**src/core/mmu_ctrl_pkg.sv**
```systemverilog
// Constants for the memory management control register set

package mmu_ctrl_pkg;

	// ----------------------------------------------------------
	// Register addresses
	// ----------------------------------------------------------
	localparam logic [31:0] ADDR_PAGE_ENTRY_HIGH = 32'hFFFFFF60;
	localparam logic [31:0] ADDR_PAGE_ENTRY_LOW  = 32'hFFFFFFF4;
	localparam logic [31:0] ADDR_TABLE_BASE      = 32'h0FFFFFF8;
	localparam logic [31:0] ADDR_FAULT_ADDRESS   = 32'hFFFFFFFC;
	localparam logic [31:0] ADDR_MMU_CONTROL     = 32'hFFFFFFE0;

	// ----------------------------------------------------------
	// Field layouts
	// ----------------------------------------------------------
	localparam logic [31:0] PEH_VPN_MASK  = 32'hFFFFFC00;
	localparam logic [31:0] PEH_PID_MASK  = 32'h000000FF;
	localparam logic [31:0] PEL_MASK      = 32'h1FFFFDFE;
	localparam int          PID_W         = 8;
	localparam int          IDX_LO        = 12;
	localparam int          IDX_W         = 5;
	localparam int          CTL_AT        = 0;
	localparam int          CTL_IX        = 1;
	localparam int          CTL_TF        = 2;
	localparam int          CTL_RC_LO     = 4;
	localparam int          CTL_SV        = 8;
	localparam int          RC_W          = 2;
	localparam int          WAYS          = 4;

	// ----------------------------------------------------------
	// Reset values
	// ----------------------------------------------------------
	localparam logic [31:0] RST_WORD      = 32'h00000000;
	localparam logic [1:0]  RST_RC        = 2'h0;

	// ----------------------------------------------------------
	// Fixed regions (top address bits)
	// ----------------------------------------------------------
	localparam logic [2:0]  REG_CACHED_FIXED   = 3'h4;
	localparam logic [2:0]  REG_UNCACHED_FIXED = 3'h5;
	localparam logic [2:0]  REG_CONTROL_SPACE  = 3'h7;

endpackage

```
**src/core/mmu_ctrl_regs.sv**
```systemverilog
// Memory management control and status registers with index and pass-through
`timescale 1ns/1ps
`default_nettype none

module mmu_ctrl_regs #(
	parameter int WAYS_P = 4,
	parameter int PID_W_P = 8
) (
	// ----------------------------------------------------------
	// Clock and resets
	// ----------------------------------------------------------
	input  wire logic        clk_sys_in,
	input  wire logic        rst_in,
	input  wire logic        manual_rst_in,

	// ----------------------------------------------------------
	// Memory-mapped register access
	// ----------------------------------------------------------
	input  wire logic        acc_valid_in,
	input  wire logic        acc_write_in,
	input  wire logic        acc_priv_in,
	input  wire logic [31:0] acc_addr_in,
	input  wire logic [31:0] acc_wdata_in,
	output logic             acc_hit_out,
	output logic             acc_rvalid_out,
	output logic      [31:0] acc_rdata_out,
	output logic             acc_error_out,

	// ----------------------------------------------------------
	// Exception events from the translation path
	// ----------------------------------------------------------
	input  wire logic        mmu_exc_in,
	input  wire logic        tlb_miss_in,
	input  wire logic        addr_err_in,
	input  wire logic [31:0] exc_vaddr_in,
	input  wire logic [1:0]  exc_way_in,
	input  wire logic [3:0]  miss_ways_valid_in,

	// ----------------------------------------------------------
	// Entry load towards the TLB array
	// ----------------------------------------------------------
	input  wire logic        load_entry_instruction_in,
	output logic             load_strobe_out,
	output logic      [21:0] load_vpn_out,
	output logic      [7:0]  load_pid_out,
	output logic      [31:0] load_entry_low_out,

	// ----------------------------------------------------------
	// Control towards the TLB array
	// ----------------------------------------------------------
	output logic             tlb_flush_out,
	output logic             single_virtual_mode_out,
	output logic             index_hash_mode_out,
	output logic             translation_enable_out,
	output logic      [1:0]  replacement_counter_out,
	output logic      [7:0]  process_identifier_out,

	// ----------------------------------------------------------
	// Lookup and address output
	// ----------------------------------------------------------
	input  wire logic [31:0] look_vaddr_in,
	input  wire logic [31:0] tlb_paddr_in,
	output logic      [4:0]  look_index_out,
	output logic             use_tlb_out,
	output logic      [31:0] phys_addr_out
);

	// ----------------------------------------------------------
	// Register state
	// ----------------------------------------------------------
	logic [31:0] entry_high_q;
	logic [31:0] entry_high_d;
	logic [31:0] entry_low_q;
	logic [31:0] entry_low_d;
	logic [31:0] table_base_q;
	logic [31:0] table_base_d;
	logic [31:0] fault_addr_q;
	logic [31:0] fault_addr_d;
	logic        at_q;
	logic        at_d;
	logic        ix_q;
	logic        ix_d;
	logic        sv_q;
	logic        sv_d;
	logic [1:0]  rc_q;
	logic [1:0]  rc_d;
	logic        flush_q;
	logic        load_q;
	logic        rvalid_q;
	logic [31:0] rdata_q;
	logic        err_q;

	// ----------------------------------------------------------
	// Reset and access decode
	// ----------------------------------------------------------
	logic        any_rst;
	logic        sel_peh;
	logic        sel_pel;
	logic        sel_ttb;
	logic        sel_fa;
	logic        sel_ctl;
	logic        sel_any;
	logic        acc_ok;
	logic        wr_ok;
	logic        rd_ok;
	logic        wr_peh;
	logic        wr_pel;
	logic        wr_ttb;
	logic        wr_fa;
	logic        wr_ctl;
	logic        fault_evt;
	logic        mmu_evt;
	logic [1:0]  rc_evt;
	logic [31:0] ctl_view;
	logic [31:0] rd_mux;

	// Both reset sources initialise the same way
	assign any_rst = rst_in | manual_rst_in;

	assign sel_peh = acc_addr_in == mmu_ctrl_pkg::ADDR_PAGE_ENTRY_HIGH;
	assign sel_pel = acc_addr_in == mmu_ctrl_pkg::ADDR_PAGE_ENTRY_LOW;
	assign sel_ttb = acc_addr_in == mmu_ctrl_pkg::ADDR_TABLE_BASE;
	assign sel_fa  = acc_addr_in == mmu_ctrl_pkg::ADDR_FAULT_ADDRESS;
	assign sel_ctl = acc_addr_in == mmu_ctrl_pkg::ADDR_MMU_CONTROL;
	assign sel_any = sel_peh | sel_pel | sel_ttb | sel_fa | sel_ctl;

	// User-mode accesses are refused and flagged, nothing changes
	assign acc_ok = acc_valid_in & acc_priv_in & sel_any;
	assign wr_ok  = acc_ok & acc_write_in;
	assign rd_ok  = acc_ok & ~acc_write_in;
	assign wr_peh = wr_ok & sel_peh;
	assign wr_pel = wr_ok & sel_pel;
	assign wr_ttb = wr_ok & sel_ttb;
	assign wr_fa  = wr_ok & sel_fa;
	assign wr_ctl = wr_ok & sel_ctl;

	assign acc_hit_out = acc_valid_in & sel_any;

	// ----------------------------------------------------------
	// Control write fields
	// ----------------------------------------------------------
	// Slices named once so every next value reads the same field
	logic        wdat_at;
	logic        wdat_ix;
	logic        wdat_tf;
	logic        wdat_sv;
	logic [1:0]  wdat_rc;
	logic        flush_d;

	assign wdat_at = acc_wdata_in[mmu_ctrl_pkg::CTL_AT];
	assign wdat_ix = acc_wdata_in[mmu_ctrl_pkg::CTL_IX];
	assign wdat_tf = acc_wdata_in[mmu_ctrl_pkg::CTL_TF];
	assign wdat_sv = acc_wdata_in[mmu_ctrl_pkg::CTL_SV];
	assign wdat_rc = acc_wdata_in[mmu_ctrl_pkg::CTL_RC_LO +: 2];
	// Flush is only an order; nothing keeps the written bit
	assign flush_d = wr_ctl & wdat_tf;

	// ----------------------------------------------------------
	// Exception capture
	// ----------------------------------------------------------
	// An address error also records the faulting address
	assign fault_evt = mmu_exc_in | addr_err_in;
	// Replacement counter moves on translation exceptions, not on address errors
	assign mmu_evt   = mmu_exc_in;

	way_pick #(
		.WAYS_P (WAYS_P),
		.RC_W_P (mmu_ctrl_pkg::RC_W)
	) u_way_pick (
		.miss_in       (tlb_miss_in),
		.ways_valid_in (miss_ways_valid_in),
		.exc_way_in    (exc_way_in),
		.rc_in         (rc_q),
		.rc_out        (rc_evt)
	);

	// ----------------------------------------------------------
	// Next values
	// ----------------------------------------------------------
	// Hardware capture wins over a software write in the same cycle
	always_comb begin
		entry_high_d = entry_high_q;
		if (fault_evt) begin
			entry_high_d = (exc_vaddr_in & mmu_ctrl_pkg::PEH_VPN_MASK) |
				(entry_high_q & mmu_ctrl_pkg::PEH_PID_MASK);
		end else if (wr_peh) begin
			entry_high_d = acc_wdata_in & (mmu_ctrl_pkg::PEH_VPN_MASK |
				mmu_ctrl_pkg::PEH_PID_MASK);
		end
	end

	// Only software ever changes the entry-low word
	assign entry_low_d = wr_pel ?
		(acc_wdata_in & mmu_ctrl_pkg::PEL_MASK) : entry_low_q;

	// No hardware source feeds the table base
	assign table_base_d = wr_ttb ? acc_wdata_in : table_base_q;

	// Held until the next exception or a software write
	assign fault_addr_d = fault_evt ? exc_vaddr_in :
		wr_fa ? acc_wdata_in : fault_addr_q;

	assign at_d = wr_ctl ? wdat_at : at_q;
	assign ix_d = wr_ctl ? wdat_ix : ix_q;
	assign sv_d = wr_ctl ? wdat_sv : sv_q;

	// Exception update beats a software write of the counter
	assign rc_d = mmu_evt ? rc_evt :
		wr_ctl ? wdat_rc : rc_q;

	// ----------------------------------------------------------
	// Read view
	// ----------------------------------------------------------
	// Flush and bit 3 read zero, other unused bits as well
	always_comb begin
		ctl_view = mmu_ctrl_pkg::RST_WORD;
		ctl_view[mmu_ctrl_pkg::CTL_AT] = at_q;
		ctl_view[mmu_ctrl_pkg::CTL_IX] = ix_q;
		ctl_view[mmu_ctrl_pkg::CTL_TF] = 1'b0;
		ctl_view[mmu_ctrl_pkg::CTL_RC_LO +: 2] = rc_q;
		ctl_view[mmu_ctrl_pkg::CTL_SV] = sv_q;
	end

	assign rd_mux = sel_peh ? entry_high_q :
		sel_pel ? entry_low_q :
		sel_ttb ? table_base_q :
		sel_fa  ? fault_addr_q :
		sel_ctl ? ctl_view : mmu_ctrl_pkg::RST_WORD;

	// ----------------------------------------------------------
	// Register file
	// ----------------------------------------------------------
	// Undefined reset values are forced to zero for determinism
	always_ff @(posedge clk_sys_in) begin
		if (any_rst) begin
			entry_high_q <= mmu_ctrl_pkg::RST_WORD;
			entry_low_q  <= mmu_ctrl_pkg::RST_WORD;
			table_base_q <= mmu_ctrl_pkg::RST_WORD;
			fault_addr_q <= mmu_ctrl_pkg::RST_WORD;
		end else begin
			entry_high_q <= entry_high_d;
			entry_low_q  <= entry_low_d;
			table_base_q <= table_base_d;
			fault_addr_q <= fault_addr_d;
		end
	end

	// Mode bit has no defined reset value; zero is chosen
	always_ff @(posedge clk_sys_in) begin
		if (any_rst) begin
			at_q <= 1'b0;
			ix_q <= 1'b0;
			sv_q <= 1'b0;
			rc_q <= mmu_ctrl_pkg::RST_RC;
		end else begin
			at_q <= at_d;
			ix_q <= ix_d;
			sv_q <= sv_d;
			rc_q <= rc_d;
		end
	end

	// ----------------------------------------------------------
	// Strobes and read answer
	// ----------------------------------------------------------
	// Flush is a one-cycle pulse; the bit itself never stores
	always_ff @(posedge clk_sys_in) begin
		if (any_rst) begin
			flush_q <= 1'b0;
		end else begin
			flush_q <= flush_d;
		end
	end

	always_ff @(posedge clk_sys_in) begin
		if (any_rst) begin
			load_q <= 1'b0;
		end else begin
			load_q <= load_entry_instruction_in;
		end
	end

	always_ff @(posedge clk_sys_in) begin
		if (any_rst) begin
			rvalid_q <= 1'b0;
			rdata_q  <= mmu_ctrl_pkg::RST_WORD;
			err_q    <= 1'b0;
		end else begin
			rvalid_q <= rd_ok;
			rdata_q  <= rd_ok ? rd_mux : mmu_ctrl_pkg::RST_WORD;
			err_q    <= acc_valid_in & sel_any & ~acc_priv_in;
		end
	end

	assign acc_rvalid_out = rvalid_q;
	assign acc_rdata_out  = rdata_q;
	assign acc_error_out  = err_q;
	assign tlb_flush_out  = flush_q;

	// ----------------------------------------------------------
	// Entry load
	// ----------------------------------------------------------
	// Registered values are presented with the strobe
	assign load_strobe_out    = load_q;
	assign load_vpn_out       = entry_high_q[31:10];
	assign load_pid_out       = entry_high_q[PID_W_P-1:0];
	assign load_entry_low_out = entry_low_q;

	// ----------------------------------------------------------
	// Control outputs
	// ----------------------------------------------------------
	assign single_virtual_mode_out = sv_q;
	assign index_hash_mode_out     = ix_q;
	assign translation_enable_out  = at_q;
	assign replacement_counter_out = rc_q;
	assign process_identifier_out  = entry_high_q[PID_W_P-1:0];

	// ----------------------------------------------------------
	// Index and translation path
	// ----------------------------------------------------------
	logic [4:0] idx_plain;
	logic [4:0] idx_hash;
	logic [2:0] region;
	logic       fixed_region;

	assign idx_plain = look_vaddr_in[mmu_ctrl_pkg::IDX_LO +: 5];
	assign idx_hash  = idx_plain ^ entry_high_q[4:0];
	assign look_index_out = ix_q ? idx_hash : idx_plain;

	// Fixed regions and control space never consult the TLB
	assign region = look_vaddr_in[31:29];
	assign fixed_region = (region == mmu_ctrl_pkg::REG_CACHED_FIXED) |
		(region == mmu_ctrl_pkg::REG_UNCACHED_FIXED) |
		(region == mmu_ctrl_pkg::REG_CONTROL_SPACE);

	assign use_tlb_out = at_q & ~fixed_region;

	// Pass-through keeps shadow bits; the bus ignores them
	assign phys_addr_out = use_tlb_out ? tlb_paddr_in :
		look_vaddr_in;

endmodule
`default_nettype wire

```
**src/core/way_pick.sv**
```systemverilog
// Replacement counter next-value selection
`timescale 1ns/1ps
`default_nettype none

module way_pick #(
	parameter int WAYS_P = 4,
	parameter int RC_W_P = 2
) (
	// Exception kind
	input  wire logic              miss_in,
	// Way state
	input  wire logic [WAYS_P-1:0] ways_valid_in,
	input  wire logic [RC_W_P-1:0] exc_way_in,
	input  wire logic [RC_W_P-1:0] rc_in,
	// Result
	output logic      [RC_W_P-1:0] rc_out
);

	logic              all_valid;
	logic [RC_W_P-1:0] low_inv;

	assign all_valid = &ways_valid_in;

	// Lowest-numbered invalid way wins
	always_comb begin
		low_inv = '0;
		for (int i = WAYS_P - 1; i >= 0; i--) begin
			if (!ways_valid_in[i]) begin
				low_inv = RC_W_P'(i);
			end
		end
	end

	assign rc_out = !miss_in ? exc_way_in :
		all_valid ? rc_in + RC_W_P'(1) :
		low_inv;

endmodule
`default_nettype wire

```
**config.mk**
```make
export PLATFORM = sky130hd
export DESIGN_NAME = mmu_ctrl_regs
export DESIGN_NICKNAME = d
export VERILOG_FILES = /design/src/core/mmu_ctrl_pkg.sv /design/src/core/mmu_ctrl_regs.sv /design/src/core/way_pick.sv
export SDC_FILE = /design/constraint.sdc
export NUM_CORES = 1
export LEC_CHECK = 0
export ABC_CLOCK_PERIOD_IN_PS = 2190
export BUFFER_PORTS_ARGS = -buffer_cell sky130_fd_sc_hd__buf_2
export CORE_MARGIN = 10
export CORE_UTILIZATION = 48
export CTS_CLUSTER_SIZE = 8
export DETAILED_ROUTE_END_ITERATION = 6
export PLACE_DENSITY = 0.8
export SYNTH_ARGS = -nofsm -noshare
export SYNTH_HDL_FRONTEND = slang
export SYNTH_SLANG_ARGS = --single-unit
```
**constraint.sdc**
```tcl
create_clock -name clk_sys_in -period 2.19 [get_ports clk_sys_in]
set_input_delay 0 -clock clk_sys_in [delete_from_list [all_inputs] [get_ports clk_sys_in]]
set_output_delay 0 -clock clk_sys_in [all_outputs]
set_load 0.005 [all_outputs]
```
==> After elaboration in Yosys (flattened, before gate mapping) <==
Cells that the tools add are included.
{ "totals": {"reg_bits": 164, "output_inout_bits": 150, "elab_cells": 73} }
{ "classes": {"n_addsub": 1, "eq_ne": 8, "n_mux": 19, "n_bitwise": 27, "n_reduce_logical": 5} }
{ "ops": {"columns": ["op", "n"], "rows": [
  ["$mux W32", 9],
  ["$eq A32 B32 Y1 const B", 4],
  ["$eq A32 B28 Y1 const B", 1],
  ["$or A32 B8 Y32", 1],
  ["$mux W2", 8],
  ["$and A1 B1 Y1", 13],
  ["$eq A3 B3 Y1 const B", 3],
  ["$mux W9", 1],
  ["$or A1 B1 Y1", 8],
  ["$reduce_bool A2 Y1", 3],
  ["$mux W5", 1],
  ["$xor A5 B5 Y5", 1],
  ["$not A1 Y1", 4],
  ["$reduce_and A4 Y1", 1],
  ["$add A2 B1 Y2 const B", 1],
  ["$reduce_or A2 Y1", 1]
]} }

==> Depth between registers and ports, before layout <==
Gate-level depths: netlist of the first run.
{ "logic_depth": {"depth_word": 10, "mapped_depth": 8} }

==> Modules after synthesis <==
Synthesis of the first run repeated with hierarchy kept, for this count alone.
{ "hier_totals": {"hier_cells": 955, "hier_area_um2": 7708.6} }
{ "modules_own_cells": {"columns": ["mod", "instances", "cells_each", "area_each_um2"], "rows": [
  ["mmu_ctrl_regs", 1, 947, 7651.1],
  ["way_pick", 1, 8, 57.6]
]} }

==> Worst setup path before layout of the first run <==
Ideal clock, no wire load.
{ "synth_timing": {"path_kind": "input port to flip-flop", "startpoint": "in acc_addr_in[7]", "endpoint": "reg rdata_q[28] (netlist: acc_rdata_out[28])", "setup_time_ns": 0.073, "arrival_time_ns": 1.566, "required_ns": 2.117, "setup_slack_ns": 0.550, "path_stages": 7, "n_path_buf": 2, "cell_sequence": "buf_2 or3_1 a2111oi_4 or3_1 nand3_2 buf_2 nor3_2"} }
{ "synth_via": {"elab_chain_cells": 9, "word_cells_on_any_way": 17, "classes_between": "eq/ne: 5; mux: 4; bitwise: 7; reduce/logical: 1"} }
{ "synth_rtl": {"columns": ["element", "line", "source"], "rows": [
  ["start, declared", "mmu_ctrl_regs.sv:22", "input wire logic [31:0] acc_addr_in,"],
  ["$eq A32 B32 Y1, on equally long branches", "mmu_ctrl_regs.sv:120, mmu_ctrl_regs.sv:121", null],
  ["$or A1 B1 Y1 (4 in a row)", "mmu_ctrl_regs.sv:125", "assign sel_any = sel_peh | sel_pel | sel_ttb | sel_fa | sel_ctl;"],
  ["$and A1 B1 Y1", "mmu_ctrl_regs.sv:128", "assign acc_ok = acc_valid_in & acc_priv_in & sel_any;"],
  ["$and A1 B1 Y1", "mmu_ctrl_regs.sv:130", "assign rd_ok = acc_ok & ~acc_write_in;"],
  ["$not A1 Y1 (no source line)", null, null],
  ["$reduce_or A2 Y1 (no source line)", null, null],
  ["end signal, assigned", "mmu_ctrl_regs.sv:286", "rdata_q <= mmu_ctrl_pkg::RST_WORD;"],
  ["end signal, assigned", "mmu_ctrl_regs.sv:290", "rdata_q <= rd_ok ? rd_mux : mmu_ctrl_pkg::RST_WORD;"],
  ["end, declared", "mmu_ctrl_regs.sv:90", "logic [31:0] rdata_q;"]
]} }
Several ways; a longest one is shown, not always the timed one.
A chain may end at the register's enable or synchronous reset.

==> Final worst setup path of the first run <==
{ "layout_timing": {"startpoint": "in mmu_exc_in", "endpoint": "reg fault_addr_q[0]"} }
{ "layout_via": {"elab_chain_cells": 2, "word_cells_on_any_way": 3, "classes_between": "mux: 1; bitwise: 1; reduce/logical: 1"} }
{ "layout_rtl": {"columns": ["element", "line", "source"], "rows": [
  ["start, declared", "mmu_ctrl_regs.sv:32", "input wire logic mmu_exc_in,"],
  ["$or A1 B1 Y1 (*)", "mmu_ctrl_regs.sv:162", "assign fault_evt = mmu_exc_in | addr_err_in;"],
  ["$mux W32 / $reduce_bool A2 Y1 (equally long branches)", null, null],
  ["end signal, assigned", "mmu_ctrl_regs.sv:239", "fault_addr_q <= mmu_ctrl_pkg::RST_WORD;"],
  ["end signal, assigned", "mmu_ctrl_regs.sv:244", "fault_addr_q <= fault_addr_d;"],
  ["end, declared", "mmu_ctrl_regs.sv:77", "logic [31:0] fault_addr_q;"]
]} }
Every way passes the cells marked *; elsewhere a longest branch is shown, timed or not.

==> impl_summary.log, run 1 <==
INFO  metric hp-start = manual_rst_in
INFO  metric final_design_area_no_fill = 10700 um2
INFO  metric dpl.cell_count = 1377
INFO  metric synth.top_cell.area_share = 42.7%
INFO  metric dp_hpwl = 22400 um
INFO  metric grt_start_max_net_pins = 58
INFO  metric clk_pin_slew_worst_paths = 0.06 ns
INFO  metric die_width = 146 um
INFO  metric first_pass_grt_wire_length = 49000 um
INFO  metric cts_tree = done
INFO  metric clockBufferDepth = 2
INFO  metric number_of_h_tree_levels = 4
INFO  metric critical_path_arrival = 2.41 ns
INFO  metric seq_power_share = 46.1%
INFO  metric die_area = 21300 um2
INFO  metric yosysTopAreaCell = sky130_fd_sc_hd__dfxtp_1
INFO  metric max_slew.worst_pin.slew = 0.759 ns
INFO  metric cp_cell_sequence = dlygate4sd3_1, buf_2, or2_2, buf_12, nor2_1, mux2_2, nor2_1, dlygate4sd3_1
INFO  metric postSynthRegisterBits = 162
INFO  metric synthToLayoutAreaGrowth = 41.3%
INFO  metric fin_crit = 2.03 ns
INFO  metric grt_overflow_total = 0
INFO  metric combinationalPowerShare = 11.3%
INFO  metric final.period_utilization = 92.7%
INFO  metric grt_util_all_layers = 28.4%
INFO  metric post-synth-top-count-cell = sky130_fd_sc_hd__dfxtp_1
INFO  metric timing_hold_violations_final = 0
INFO  metric synth_top_flop_cell = sky130_fd_sc_hd__dfxtp_1
INFO  metric pin_count = 326
INFO  metric placement.setup.worst_slack = 0.232 ns
INFO  metric slowest_delay = 0.55 ns
INFO  metric cts_root_buffer = sky130_fd_sc_hd__clkbuf_16
INFO  metric p_leak = 4.82 nW
INFO  metric synth-edff-count = 0
INFO  metric synth_top_cells_by_area = sky130_fd_sc_hd__dfxtp_1, sky130_fd_sc_hd__mux2_2, sky130_fd_sc_hd__nand2_1
INFO  metric number_of_maximum_capacitance_violations = 0
INFO  metric antenna_found_initial = 2
INFO  metric slew-limit-headroom = 49.2%
INFO  metric die_y = 146 um
INFO  metric final_nets = 1435
INFO  metric vdd_ir_drop_max = 0.532 mV
INFO  metric ys_seq_area_share = 42.7%
INFO  metric synth_cell_type_count = 52
INFO  metric vias = 8569
INFO  metric clock_skew = 0.00675 ns
INFO  metric gp_congestion = 0.903
INFO  metric fin_total_pwr = 6.58 mW
INFO  metric number_of_buffers_added_by_the_clock_tree_synthesis_step = 17
INFO  metric post-cts-setup-buffer-count = 0
INFO  metric final_max_slew_viols = 0
INFO  metric timing.critical_path.fanout_max = 31
INFO  metric clk-insertion-delay-late = 0.43 ns
INFO  metric layout_setup_ws = 0.159 ns
INFO  metric buffer_ports.inserted = 320
INFO  metric detail_route.iter0.violations = 839
INFO  metric synthesized_cell_area = 7600 um2
INFO  metric fmax = 492 MHz
INFO  metric cp-startpoint = mmu_exc_in
INFO  metric initial_core_utilization = 49.4%
INFO  metric ys_warn_count = 0
INFO  metric drt_pass1_iterations = 5
INFO  metric post_layout_nonfiller_instances = 1484
INFO  metric finalSetupViolCount = 0
INFO  metric critPathRequiredTime = 2.56 ns
INFO  metric worstHoldPathType = input port to flop
INFO  metric ys_async_sr_fraction = 0%
INFO  metric drc = 0
INFO  metric setup.worst_path.end_class = flop
INFO  metric power_switching_share = 24.2%
INFO  metric power.clock.fraction = 42.5%
INFO  metric ant_nets = 0
INFO  metric row_count = 45
INFO  metric average_footprint_of_a_synthesized_cell = 8.57 um2
INFO  metric postRouteWirelength = 31700 um
INFO  metric synthCells = 887
INFO  metric via_count_of_the_first_global_routing_pass = 8434
INFO  metric unrepaired_setup_endpoints_after_global_routing = no
INFO  metric routed_via_density = 5.77
INFO  metric internal_power = 4.99 mW
INFO  metric critical-path-slowest-cell = sky130_fd_sc_hd__dlygate4sd3_1
INFO  metric post_dp_cell_area = 9440 um2
INFO  metric outcome = completed
INFO  metric cts_num_sinks = 162
INFO  metric cp-start-kind = input port
INFO  metric core_area = 15400 um2
INFO  metric reg2reg_from = fault_addr_q[0]$_SDFFE_PP0P_
INFO  metric net-switching-power = 1.59 mW
INFO  metric routed_wire_length_per_instance = 21.4 um
INFO  metric final.setup.tns = 0 ns
INFO  metric drive_above_1_share = 37.5%
INFO  metric type_of_the_worst_setup_path = input port to flop
INFO  metric power_density = 613 nW/um2
INFO  metric synth_commonest_cells = sky130_fd_sc_hd__dfxtp_1, sky130_fd_sc_hd__nand2_1, sky130_fd_sc_hd__nor2_1
state kept, by name (all words and copies together), names as in the netlist:
name,flops
acc_rdata_out,32
fault_addr_q,32
table_base_q,32
entry_high_q,30
load_entry_low_out,27
replacement_counter_out,2
acc_error_out,1
acc_rvalid_out,1
index_hash_mode_out,1
load_strobe_out,1
single_virtual_mode_out,1
tlb_flush_out,1
translation_enable_out,1
layout by cell type (no fill, tap or decap), types with 6 or more instances in the layout:
cell / netlist / routed
sky130_fd_sc_hd__buf_2: 16 / 320
sky130_fd_sc_hd__dfxtp_1: 162 / 162
sky130_fd_sc_hd__nand2_1: 138 / 138
sky130_fd_sc_hd__nor2_1: 115 / 113
sky130_fd_sc_hd__a21oi_1: 78 / 78
sky130_fd_sc_hd__dlygate4sd3_1: 0 / 74
sky130_fd_sc_hd__mux2_2: 67 / 67
sky130_fd_sc_hd__nor3_1: 37 / 37
sky130_fd_sc_hd__o22ai_1: 32 / 32
sky130_fd_sc_hd__buf_4: 17 / 31
sky130_fd_sc_hd__a221oi_1: 23 / 23
sky130_fd_sc_hd__o21ai_0: 23 / 23
sky130_fd_sc_hd__clkbuf_16: 0 / 17
sky130_fd_sc_hd__o211a_1: 12 / 12
sky130_fd_sc_hd__mux2i_1: 11 / 11
sky130_fd_sc_hd__nand4_1: 10 / 10
sky130_fd_sc_hd__o21bai_1: 10 / 10
sky130_fd_sc_hd__o31ai_1: 10 / 10
sky130_fd_sc_hd__a222oi_1: 7 / 7
sky130_fd_sc_hd__xnor2_1: 6 / 6
power groups by stage:
stage	Clock, mW	Combinational, mW	Sequential (mW)
floorplan	0	0.278	3.09
global placement	0	0.602	3.10
detailed placement	0	0.618	3.10
CTS	2.82	0.730	3.04
global route	2.94	0.806	3.04
finish	2.80	0.746	3.04
what timing repair did:
action	4_1_cts	5_1_grt
gates resized for setup	0	2
endpoints found under the setup margin	0	1
hold endpoints to repair	127	0
hold buffers	74	0
worst paths after layout:
kind,slack (ns),endpoint,cells past startpoint
setup / recovery,0.16,fault_addr_q[0]$_SDFFE_PP0P_,8
hold reg to reg,0.45,table_base_q[6]$_SDFFE_PP0P_,2
setup reg to reg,0.85,fault_addr_q[0]$_SDFFE_PP0P_,4
hold / removal,0.02,entry_high_q[10]$_SDFFE_PP0P_,3
per-stage QoR:
stage,hold WS [ns],util (%)
after global routing,0.0163,69.8
after floorplan,0.0600,-
after detailed placement,0.204,61.4
after global placement,0.198,61.4
final,0.0172,69.8
after CTS,0.00167,69.8
per-layer routing:
metal	global-route usage [%]	wire length (um)	vias up
met5	0	0	-
met4	8.19	739	0
met3	8.17	3180	78
met2	48.1	15400	537
met1	34.0	12400	4049
li1	-	-	3905
critical path, delay by kind of cell:
| family | cells | cell delay (ns) |
|---|---|---|
| buffers and inverters | 4 | 1.52 |
| multiplexers | 1 | 0.25 |
| AND/OR/NAND/NOR | 3 | 0.61 |
area by class of cell:
| type | count | area, um2 |
|---|---|---|
| clock buffer | 22 | 464 |
| multi-input combinational | 643 | 3990 |
| sequential | 162 | 3240 |
| inverter | 5 | 18.8 |
| tap | 211 | 264 |
| fill | 1224 | 4630 |
| antenna | 2 | 5.00 |
| timing repair buffer | 430 | 2680 |
| clock inverter | 9 | 81.3 |
cell families (layout without fill, tap and decap cells):
logic type,Yosys count,in the layout,share of synthesized area [%]
and+or+nand+nor,346,346,21.2
AOI/OAI and AO/OA,208,208,18.3
DFF,162,162,42.7
buffers and inverters,86,466,5.65
muxes,78,78,11.4
xor gates and xnor gates,6,6,0.692
other,1,7,0.0494
(Power assumes the default switching activity.)
==> run 2: changes to the inputs <==
--- a/config.mk
+++ b/config.mk
@@ -7,6 +7,7 @@
 export LEC_CHECK = 0
 export ABC_CLOCK_PERIOD_IN_PS = 2190
 export BUFFER_PORTS_ARGS = -buffer_cell sky130_fd_sc_hd__buf_2
+export CORE_ASPECT_RATIO = 1.1
 export CORE_MARGIN = 10
 export CORE_UTILIZATION = 48
 export CTS_CLUSTER_SIZE = 8
==> run 2 against run 1 <==
First-iteration DRC count decreased by 7.5%. Utilization down 0.21 points. Fmax increased by 0.44%. Flip-flop and latch count unchanged. Setup slack gained 0.0089 ns. Final area rose by 1.3%. Highest routed layer is now met5.
==> impl_summary.log, run 2 (synthesis gave the netlist of run 1 again) <==
INFO  metric outcome = completed
INFO  metric number_of_h_tree_levels = 4
INFO  metric power_switching_share = 23.2%
INFO  metric number_of_buffers_added_by_the_clock_tree_synthesis_step = 17
INFO  metric critPathRequiredTime = 2.53 ns
INFO  metric internal_power = 5.46 mW
INFO  metric setup.worst_path.end_class = flop
INFO  metric seq_power_share = 42.7%
INFO  metric layout.core_utilization = 69.6%
INFO  metric buffer_ports.inserted = 320
INFO  metric antenna_found_initial = 13
INFO  metric vias = 8682
INFO  metric routed_via_density = 5.83
INFO  metric worstHoldPathType = input port to flop
INFO  metric fin_crit = 2.02 ns
INFO  metric layout_setup_ws = 0.168 ns
INFO  metric synthToLayoutAreaGrowth = 43.1%
INFO  metric grt_util_all_layers = 29.3%
INFO  metric final.setup.tns = 0 ns
INFO  metric row_count = 48
INFO  metric number_of_maximum_capacitance_violations = 0
INFO  metric detail_route.iter0.violations = 776
INFO  metric p_leak = 4.85 nW
INFO  metric first_pass_grt_wire_length = 50300 um
INFO  metric num-fill-cells = 1223
INFO  metric cts_tree = done
INFO  metric cts_num_sinks = 162
INFO  metric most-common-layout-cells = sky130_fd_sc_hd__buf_2, sky130_fd_sc_hd__dfxtp_1, sky130_fd_sc_hd__nand2_1
INFO  metric slew-limit-headroom = 35.5%
INFO  metric fmax = 495 MHz
INFO  metric ant_nets = 0
INFO  metric clk-insertion-delay-late = 0.42 ns
INFO  metric net-switching-power = 1.64 mW
INFO  metric cp-start-kind = input port
INFO  metric cts_root_buffer = sky130_fd_sc_hd__clkbuf_16
INFO  metric postRouteWirelength = 33000 um
INFO  metric post_layout_nonfiller_instances = 1489
INFO  metric finalSetupViolCount = 0
INFO  metric final_nets = 1442
INFO  metric grt_start_max_net_pins = 84
INFO  metric grt_overflow_total = 0
INFO  metric worst_hold_slack = 0.0196 ns
INFO  metric cp_cell_sequence = dlygate4sd3_1, buf_2, and3_1, nor3b_4, nor4bb_4, buf_4, nand2_1, a21oi_1
INFO  metric critical_path_arrival = 2.36 ns
INFO  metric critical-path-slowest-cell = sky130_fd_sc_hd__dlygate4sd3_1
INFO  metric via_count_of_the_first_global_routing_pass = 8779
INFO  metric type_of_the_worst_setup_path = input port to flop
INFO  metric drt_pass1_iterations = 6
INFO  metric routed_wire_length_per_instance = 22.2 um
INFO  metric die_area = 21300 um2
INFO  metric power.clock.fraction = 46.7%
INFO  metric core_area = 15600 um2
INFO  metric timing.critical_path.fanout_max = 14
INFO  metric power_density = 653 nW/um2
INFO  metric layout.cells.most_common = sky130_fd_sc_hd__buf_2
INFO  metric timing.critical_path.buf_inv = 3
INFO  metric unrepaired_setup_endpoints_after_global_routing = no
INFO  metric initial_core_utilization = 48.7%
INFO  metric combinationalPowerShare = 10.5%
INFO  metric cell_family_with_the_largest_share_of_critical_path_delay = simple AND/OR/NAND/NOR gates
INFO  metric clockBufferDepth = 2
INFO  metric final_max_slew_viols = 0
INFO  metric die_width = 140 um
INFO  metric final.period_utilization = 92.3%
INFO  metric pin_count = 326
INFO  metric dp_hpwl = 23300 um
INFO  metric die_y = 152 um
INFO  metric dpl.cell_count = 1362
INFO  metric clock_skew = 0.00707 ns
INFO  metric timing_hold_violations_final = 0
INFO  metric placement.setup.worst_slack = 0.243 ns
INFO  metric drc = 0
INFO  metric clk_pin_slew_worst_paths = 0.07 ns
INFO  metric slowest_delay = 0.53 ns
INFO  metric max_slew.worst_pin.slew = 0.967 ns
INFO  metric gp_congestion = 0.949
INFO  metric drive_above_1_share = 36.9%
INFO  metric vdd_ir_drop_max = 0.528 mV
[run 2: changes by cell type in the layout (fill, tap and decap cells not counted), sizes merged, moves of 2 or more]
cell | previous run | this run
buf | 356 | 352
bufinv | 1 | 5
clkinv | 7 | 2
diode | 2 | 10
dlygate4sd3 | 74 | 85
inv | 6 | 8
[run 2: timing repair]
action                                 4_1_cts  5_1_grt
buffers inserted                             0        0
endpoints found under the hold margin      132        0
resized for setup                            0        1
hold buffers                                85        0
setup endpoints to repair                    0       17
[run 2: final timing paths]
check,start,endpoint,slack [ns],cells past startpoint
setup / recovery,acc_priv_in,load_entry_low_out[10]$_SDFFE_PP0P_,0.17,8
hold / removal,exc_way_in[1],replacement_counter_out[1]$_SDFFE_PP0P_,0.02,5
setup reg to reg,replacement_counter_out[0]$_SDFFE_PP0P_,replacement_counter_out[0]$_SDFFE_PP0P_,0.50,6
hold reg to reg,table_base_q[19]$_SDFFE_PP0P_,table_base_q[19]$_SDFFE_PP0P_,0.45,2
[run 2: power groups by stage]
stage,sequential [mW],combinational [mW],clock [mW]
after floorplan,3.09,0.278,0
after CTS,3.03,0.731,3.34
after global routing,3.04,0.806,3.46
final,3.04,0.749,3.32
after detailed placement,3.10,0.605,0
after global placement,3.10,0.589,0
[run 2: tightest hold or removal path, delay by kind of cell]
family | cells | cell delay, ns
compound gates | 3 | 0.26
buf+inv | 2 | 0.13
[run 2: per-stage QoR]
stage	cell area, um2	power, mW
CTS	10800	7.10
global placement	9340	3.69
floorplan	7610	3.37
finish	10900	7.10
detailed placement	9340	3.70
global route	10900	7.30
[run 2: area by class of cell]
type | count | area, um2 | area share [%]
tap | 200 | 250 | 2.30
sequential | 162 | 3240 | 29.8
antenna | 10 | 25.0 | 0.230
multi-input combinational | 643 | 3980 | 36.6
inverter | 5 | 18.8 | 0.173
clock buffer | 21 | 450 | 4.14
timing repair buffer | 437 | 2710 | 24.9
clock inverter | 11 | 200 | 1.84
[run 2: routing by layer]
layer / share of wire (%) / global-route usage (%) / wire (um)
met1: 35 / 32.1 / 11700
met5: 0.13 / 0 / 43
met4: 4.9 / 16.1 / 1620
met2: 50 / 49.5 / 16400
met3: 10 / 8.82 / 3330
==> run 3: changes to the inputs <==
--- a/config.mk
+++ b/config.mk
@@ -9,10 +9,10 @@
 export BUFFER_PORTS_ARGS = -buffer_cell sky130_fd_sc_hd__buf_2
 export CORE_ASPECT_RATIO = 1.1
 export CORE_MARGIN = 10
-export CORE_UTILIZATION = 48
+export CORE_UTILIZATION = 40
 export CTS_CLUSTER_SIZE = 8
 export DETAILED_ROUTE_END_ITERATION = 6
-export PLACE_DENSITY = 0.8
+export PLACE_DENSITY = 0.69
 export SYNTH_ARGS = -nofsm -noshare
 export SYNTH_HDL_FRONTEND = slang
 export SYNTH_SLANG_ARGS = --single-unit
==> run 3 against run 2 <==
The run now ends with DRC left. Clock skew grew 0.0021 ns. Largest power group is now sequential cells. Register-to-register slack lost 0.36 ns. Critical endpoint is now replacement_counter_out[0]$_SDFFE_PP0P_. Die area grew 17%.
==> impl_summary.log, run 3 (synthesis gave the netlist of run 1 again) <==
INFO  metric die_area = 24900 um2
INFO  metric cts_tree = done
INFO  metric power_density = 618 nW/um2
INFO  metric die_width = 151 um
INFO  metric cts_root_buffer = sky130_fd_sc_hd__clkbuf_16
INFO  metric type_of_the_worst_setup_path = flop to flop
INFO  metric postRouteWirelength = 32300 um
INFO  metric drive_above_1_share = 37.2%
INFO  metric core_area = 18500 um2
INFO  metric holdPathEnd = acc_error_out$_SDFF_PP0_
INFO  metric detail_route.iter0.violations = 734
INFO  metric fin_crit = 2.05 ns
INFO  metric timing.reg2reg.setup_slack = 0.14 ns
INFO  metric critical_path_arrival = 2.35 ns
INFO  metric most-common-layout-cells = sky130_fd_sc_hd__buf_2, sky130_fd_sc_hd__dfxtp_1, sky130_fd_sc_hd__nand2_1
INFO  metric grt.met1_usage = 26.7%
INFO  metric cp_cell_sequence = nand2_1, a21boi_1, o221ai_1, dlygate4sd3_1, nand2_1, a21oi_1, dlygate4sd3_1
INFO  metric first_pass_grt_wire_length = 48800 um
INFO  metric power.clock.fraction = 43.9%
INFO  metric pin_count = 326
INFO  metric unrepaired_setup_endpoints_after_global_routing = no
INFO  metric buffer_ports.inserted = 320
INFO  metric cts_num_sinks = 162
INFO  metric gp_congestion = 0.949
INFO  metric combinationalPowerShare = 11.0%
INFO  metric met3_track_demand_over_resource = 8.65%
INFO  metric dpl.cell_count = 1404
INFO  metric finalSetupViolCount = 0
INFO  metric number_of_h_tree_levels = 4
INFO  metric layout.cells.most_common = sky130_fd_sc_hd__buf_2
INFO  metric antenna_found_initial = 12
INFO  metric power_switching_share = 24.3%
INFO  metric routed_wire_length_per_instance = 21.1 um
INFO  metric final.period_utilization = 93.6%
INFO  metric p_leak = 4.82 nW
INFO  metric grt_util_all_layers = 25.1%
INFO  metric worstHoldPathType = input port to flop
INFO  metric hp-start = acc_valid_in
INFO  metric timing_hold_violations_final = 0
INFO  metric seq_power_share = 45.0%
INFO  metric grt_start_max_net_pins = 84
INFO  metric max_slew.worst_pin.slew = 0.990 ns
INFO  metric final_max_slew_viols = 0
INFO  metric rr_worst_depth = 7
INFO  metric drc = 1
INFO  metric busiest_layer = met2
INFO  metric global_route_track_usage_on_met2 = 44.0%
INFO  metric clock_skew = 0.00916 ns
INFO  metric fmax = 488 MHz
INFO  metric failed_checks = DRC
INFO  metric number_of_buffers_added_by_the_clock_tree_synthesis_step = 17
INFO  metric multiInputGateArea = 3980 um2
INFO  metric clk-insertion-delay-late = 0.43 ns
INFO  metric grt_overflow_total = 0
INFO  metric via_count_of_the_first_global_routing_pass = 8620
INFO  metric reg2reg_from = replacement_counter_out[0]$_SDFFE_PP0P_
INFO  metric number_of_maximum_capacitance_violations = 0
INFO  metric critPathRequiredTime = 2.49 ns
INFO  metric reg_area = 3240 um2
INFO  metric net-switching-power = 1.64 mW
INFO  metric cell_depth_of_the_worst_hold_path = 3
INFO  metric post_layout_nonfiller_instances = 1530
INFO  metric post_dp_cell_area = 9440 um2
INFO  metric cp-start-kind = flop
INFO  metric final_design_area_no_fill = 10900 um2
INFO  metric slew-limit-headroom = 34.0%
INFO  metric drt_pass1_iterations = 7
INFO  metric vias = 8361
INFO  metric critical-path-slowest-cell = sky130_fd_sc_hd__dlygate4sd3_1
INFO  metric final_nets = 1442
INFO  metric die_y = 165 um
INFO  metric clockBufferDepth = 2
INFO  metric setup.worst_path.end_class = flop
INFO  metric synthToLayoutAreaGrowth = 43.4%
INFO  metric fin_total_pwr = 6.74 mW
INFO  metric clk_pin_slew_worst_paths = 0.06 ns
INFO  metric num-fill-cells = 1662
INFO  metric outcome = finished, violations left
INFO  metric initial_core_utilization = 41.0%
INFO  metric vdd_ir_drop_max = 0.498 mV
INFO  metric internal_power = 5.10 mW
INFO  metric ant_nets = 0
INFO  metric final.setup.tns = 0 ns
INFO  metric row_count = 52
INFO  metric routed_via_density = 5.46
INFO  metric dp_hpwl = 23700 um
INFO  metric timing.critical_path.fanout_max = 5
INFO  metric critical_path.reg2reg.endpoint = replacement_counter_out[0]$_SDFFE_PP0P_
INFO  metric slowest_delay = 0.56 ns
[run 3: cell count changes in the layout (fill, tap and decap cells not counted), sizes merged]
cell and change:
bufinv -3, clkinvlp +3, buf +1, clkbuf -1
diode -1, dlygate4sd3 -1
[run 3: worst max path at each step]
stage                                                  startpoint                                      end  slack (ns)  depth (start not counted)
after CTS                 replacement_counter_out[0]$_SDFFE_PP0P_  replacement_counter_out[0]$_SDFFE_PP0P_        0.04                          7
after floorplan                                    acc_addr_in[7]             acc_rdata_out[28]$_SDFF_PP0_        0.55                          7
after detailed placement                           acc_addr_in[0]            fault_addr_q[16]$_SDFFE_PP0P_        0.24                          7
after global placement                             acc_addr_in[3]             acc_rdata_out[17]$_SDFF_PP0_        0.30                          7
after global routing      replacement_counter_out[0]$_SDFFE_PP0P_  replacement_counter_out[0]$_SDFFE_PP0P_        0.04                          7
final                     replacement_counter_out[0]$_SDFFE_PP0P_  replacement_counter_out[0]$_SDFFE_PP0P_        0.14                          7
[run 3: repair_timing]
action | in CTS | in global routing
buffers inserted | 0 | 2
hold buffers | 84 | 0
hold endpoints to repair | 131 | 0
resized for setup | 0 | 2
setup endpoints to repair | 0 | 2
[run 3: critical path, delay by kind of cell, from the launching register on]
| kind | cells | cell delay (ns) |
|---|---|---|
| and+or+nand+nor | 2 | 0.13 |
| DFF | 1 | 0.39 |
| AOI/OAI and AO/OA | 3 | 0.30 |
| buffers and inverters | 2 | 1.12 |
[run 3: metal layers]
layer	vias to the layer above	part of all wire [%]
met5	-	0.17
met4	8	3.1
met1	3948	36
met3	68	11
met2	413	50
li1	3924	-
[run 3: layout make-up]
| cell class | instances | area share (%) |
|---|---|---|
| Multi-Input combinational cell | 643 | 36.5 |
| Antenna cell | 9 | 0.207 |
| Clock inverter | 11 | 1.19 |
| Inverter | 5 | 0.172 |
| Tap cell | 243 | 2.79 |
| Timing Repair Buffer | 437 | 25.3 |
| Sequential cell | 162 | 29.8 |
| Clock buffer | 20 | 4.10 |
[run 3: stage by stage]
| stage | hold WS, ns | util, % | worst slack [ns] |
|---|---|---|---|
| 2_1_floorplan | 0.0600 | - | 0.550 |
| 3_3_place_gp | 0.198 | 50.9 | 0.301 |
| 3_5_place_dp | 0.204 | 50.9 | 0.240 |
| 4_1_cts | 0.00294 | 58.6 | 0.0434 |
| 5_1_grt | 0.0104 | 58.7 | 0.0400 |
| 6_report | 0.0198 | 58.8 | 0.141 |
[run 3: power by group through the flow]
stage | logic [mW] | clock network, mW | registers, mW
finish | 0.744 | 2.96 | 3.03
global route | 0.811 | 3.14 | 3.04
CTS | 0.732 | 3.01 | 3.03
detailed placement | 0.612 | 0 | 3.10
global placement | 0.601 | 0 | 3.10
floorplan | 0.278 | 0 | 3.09
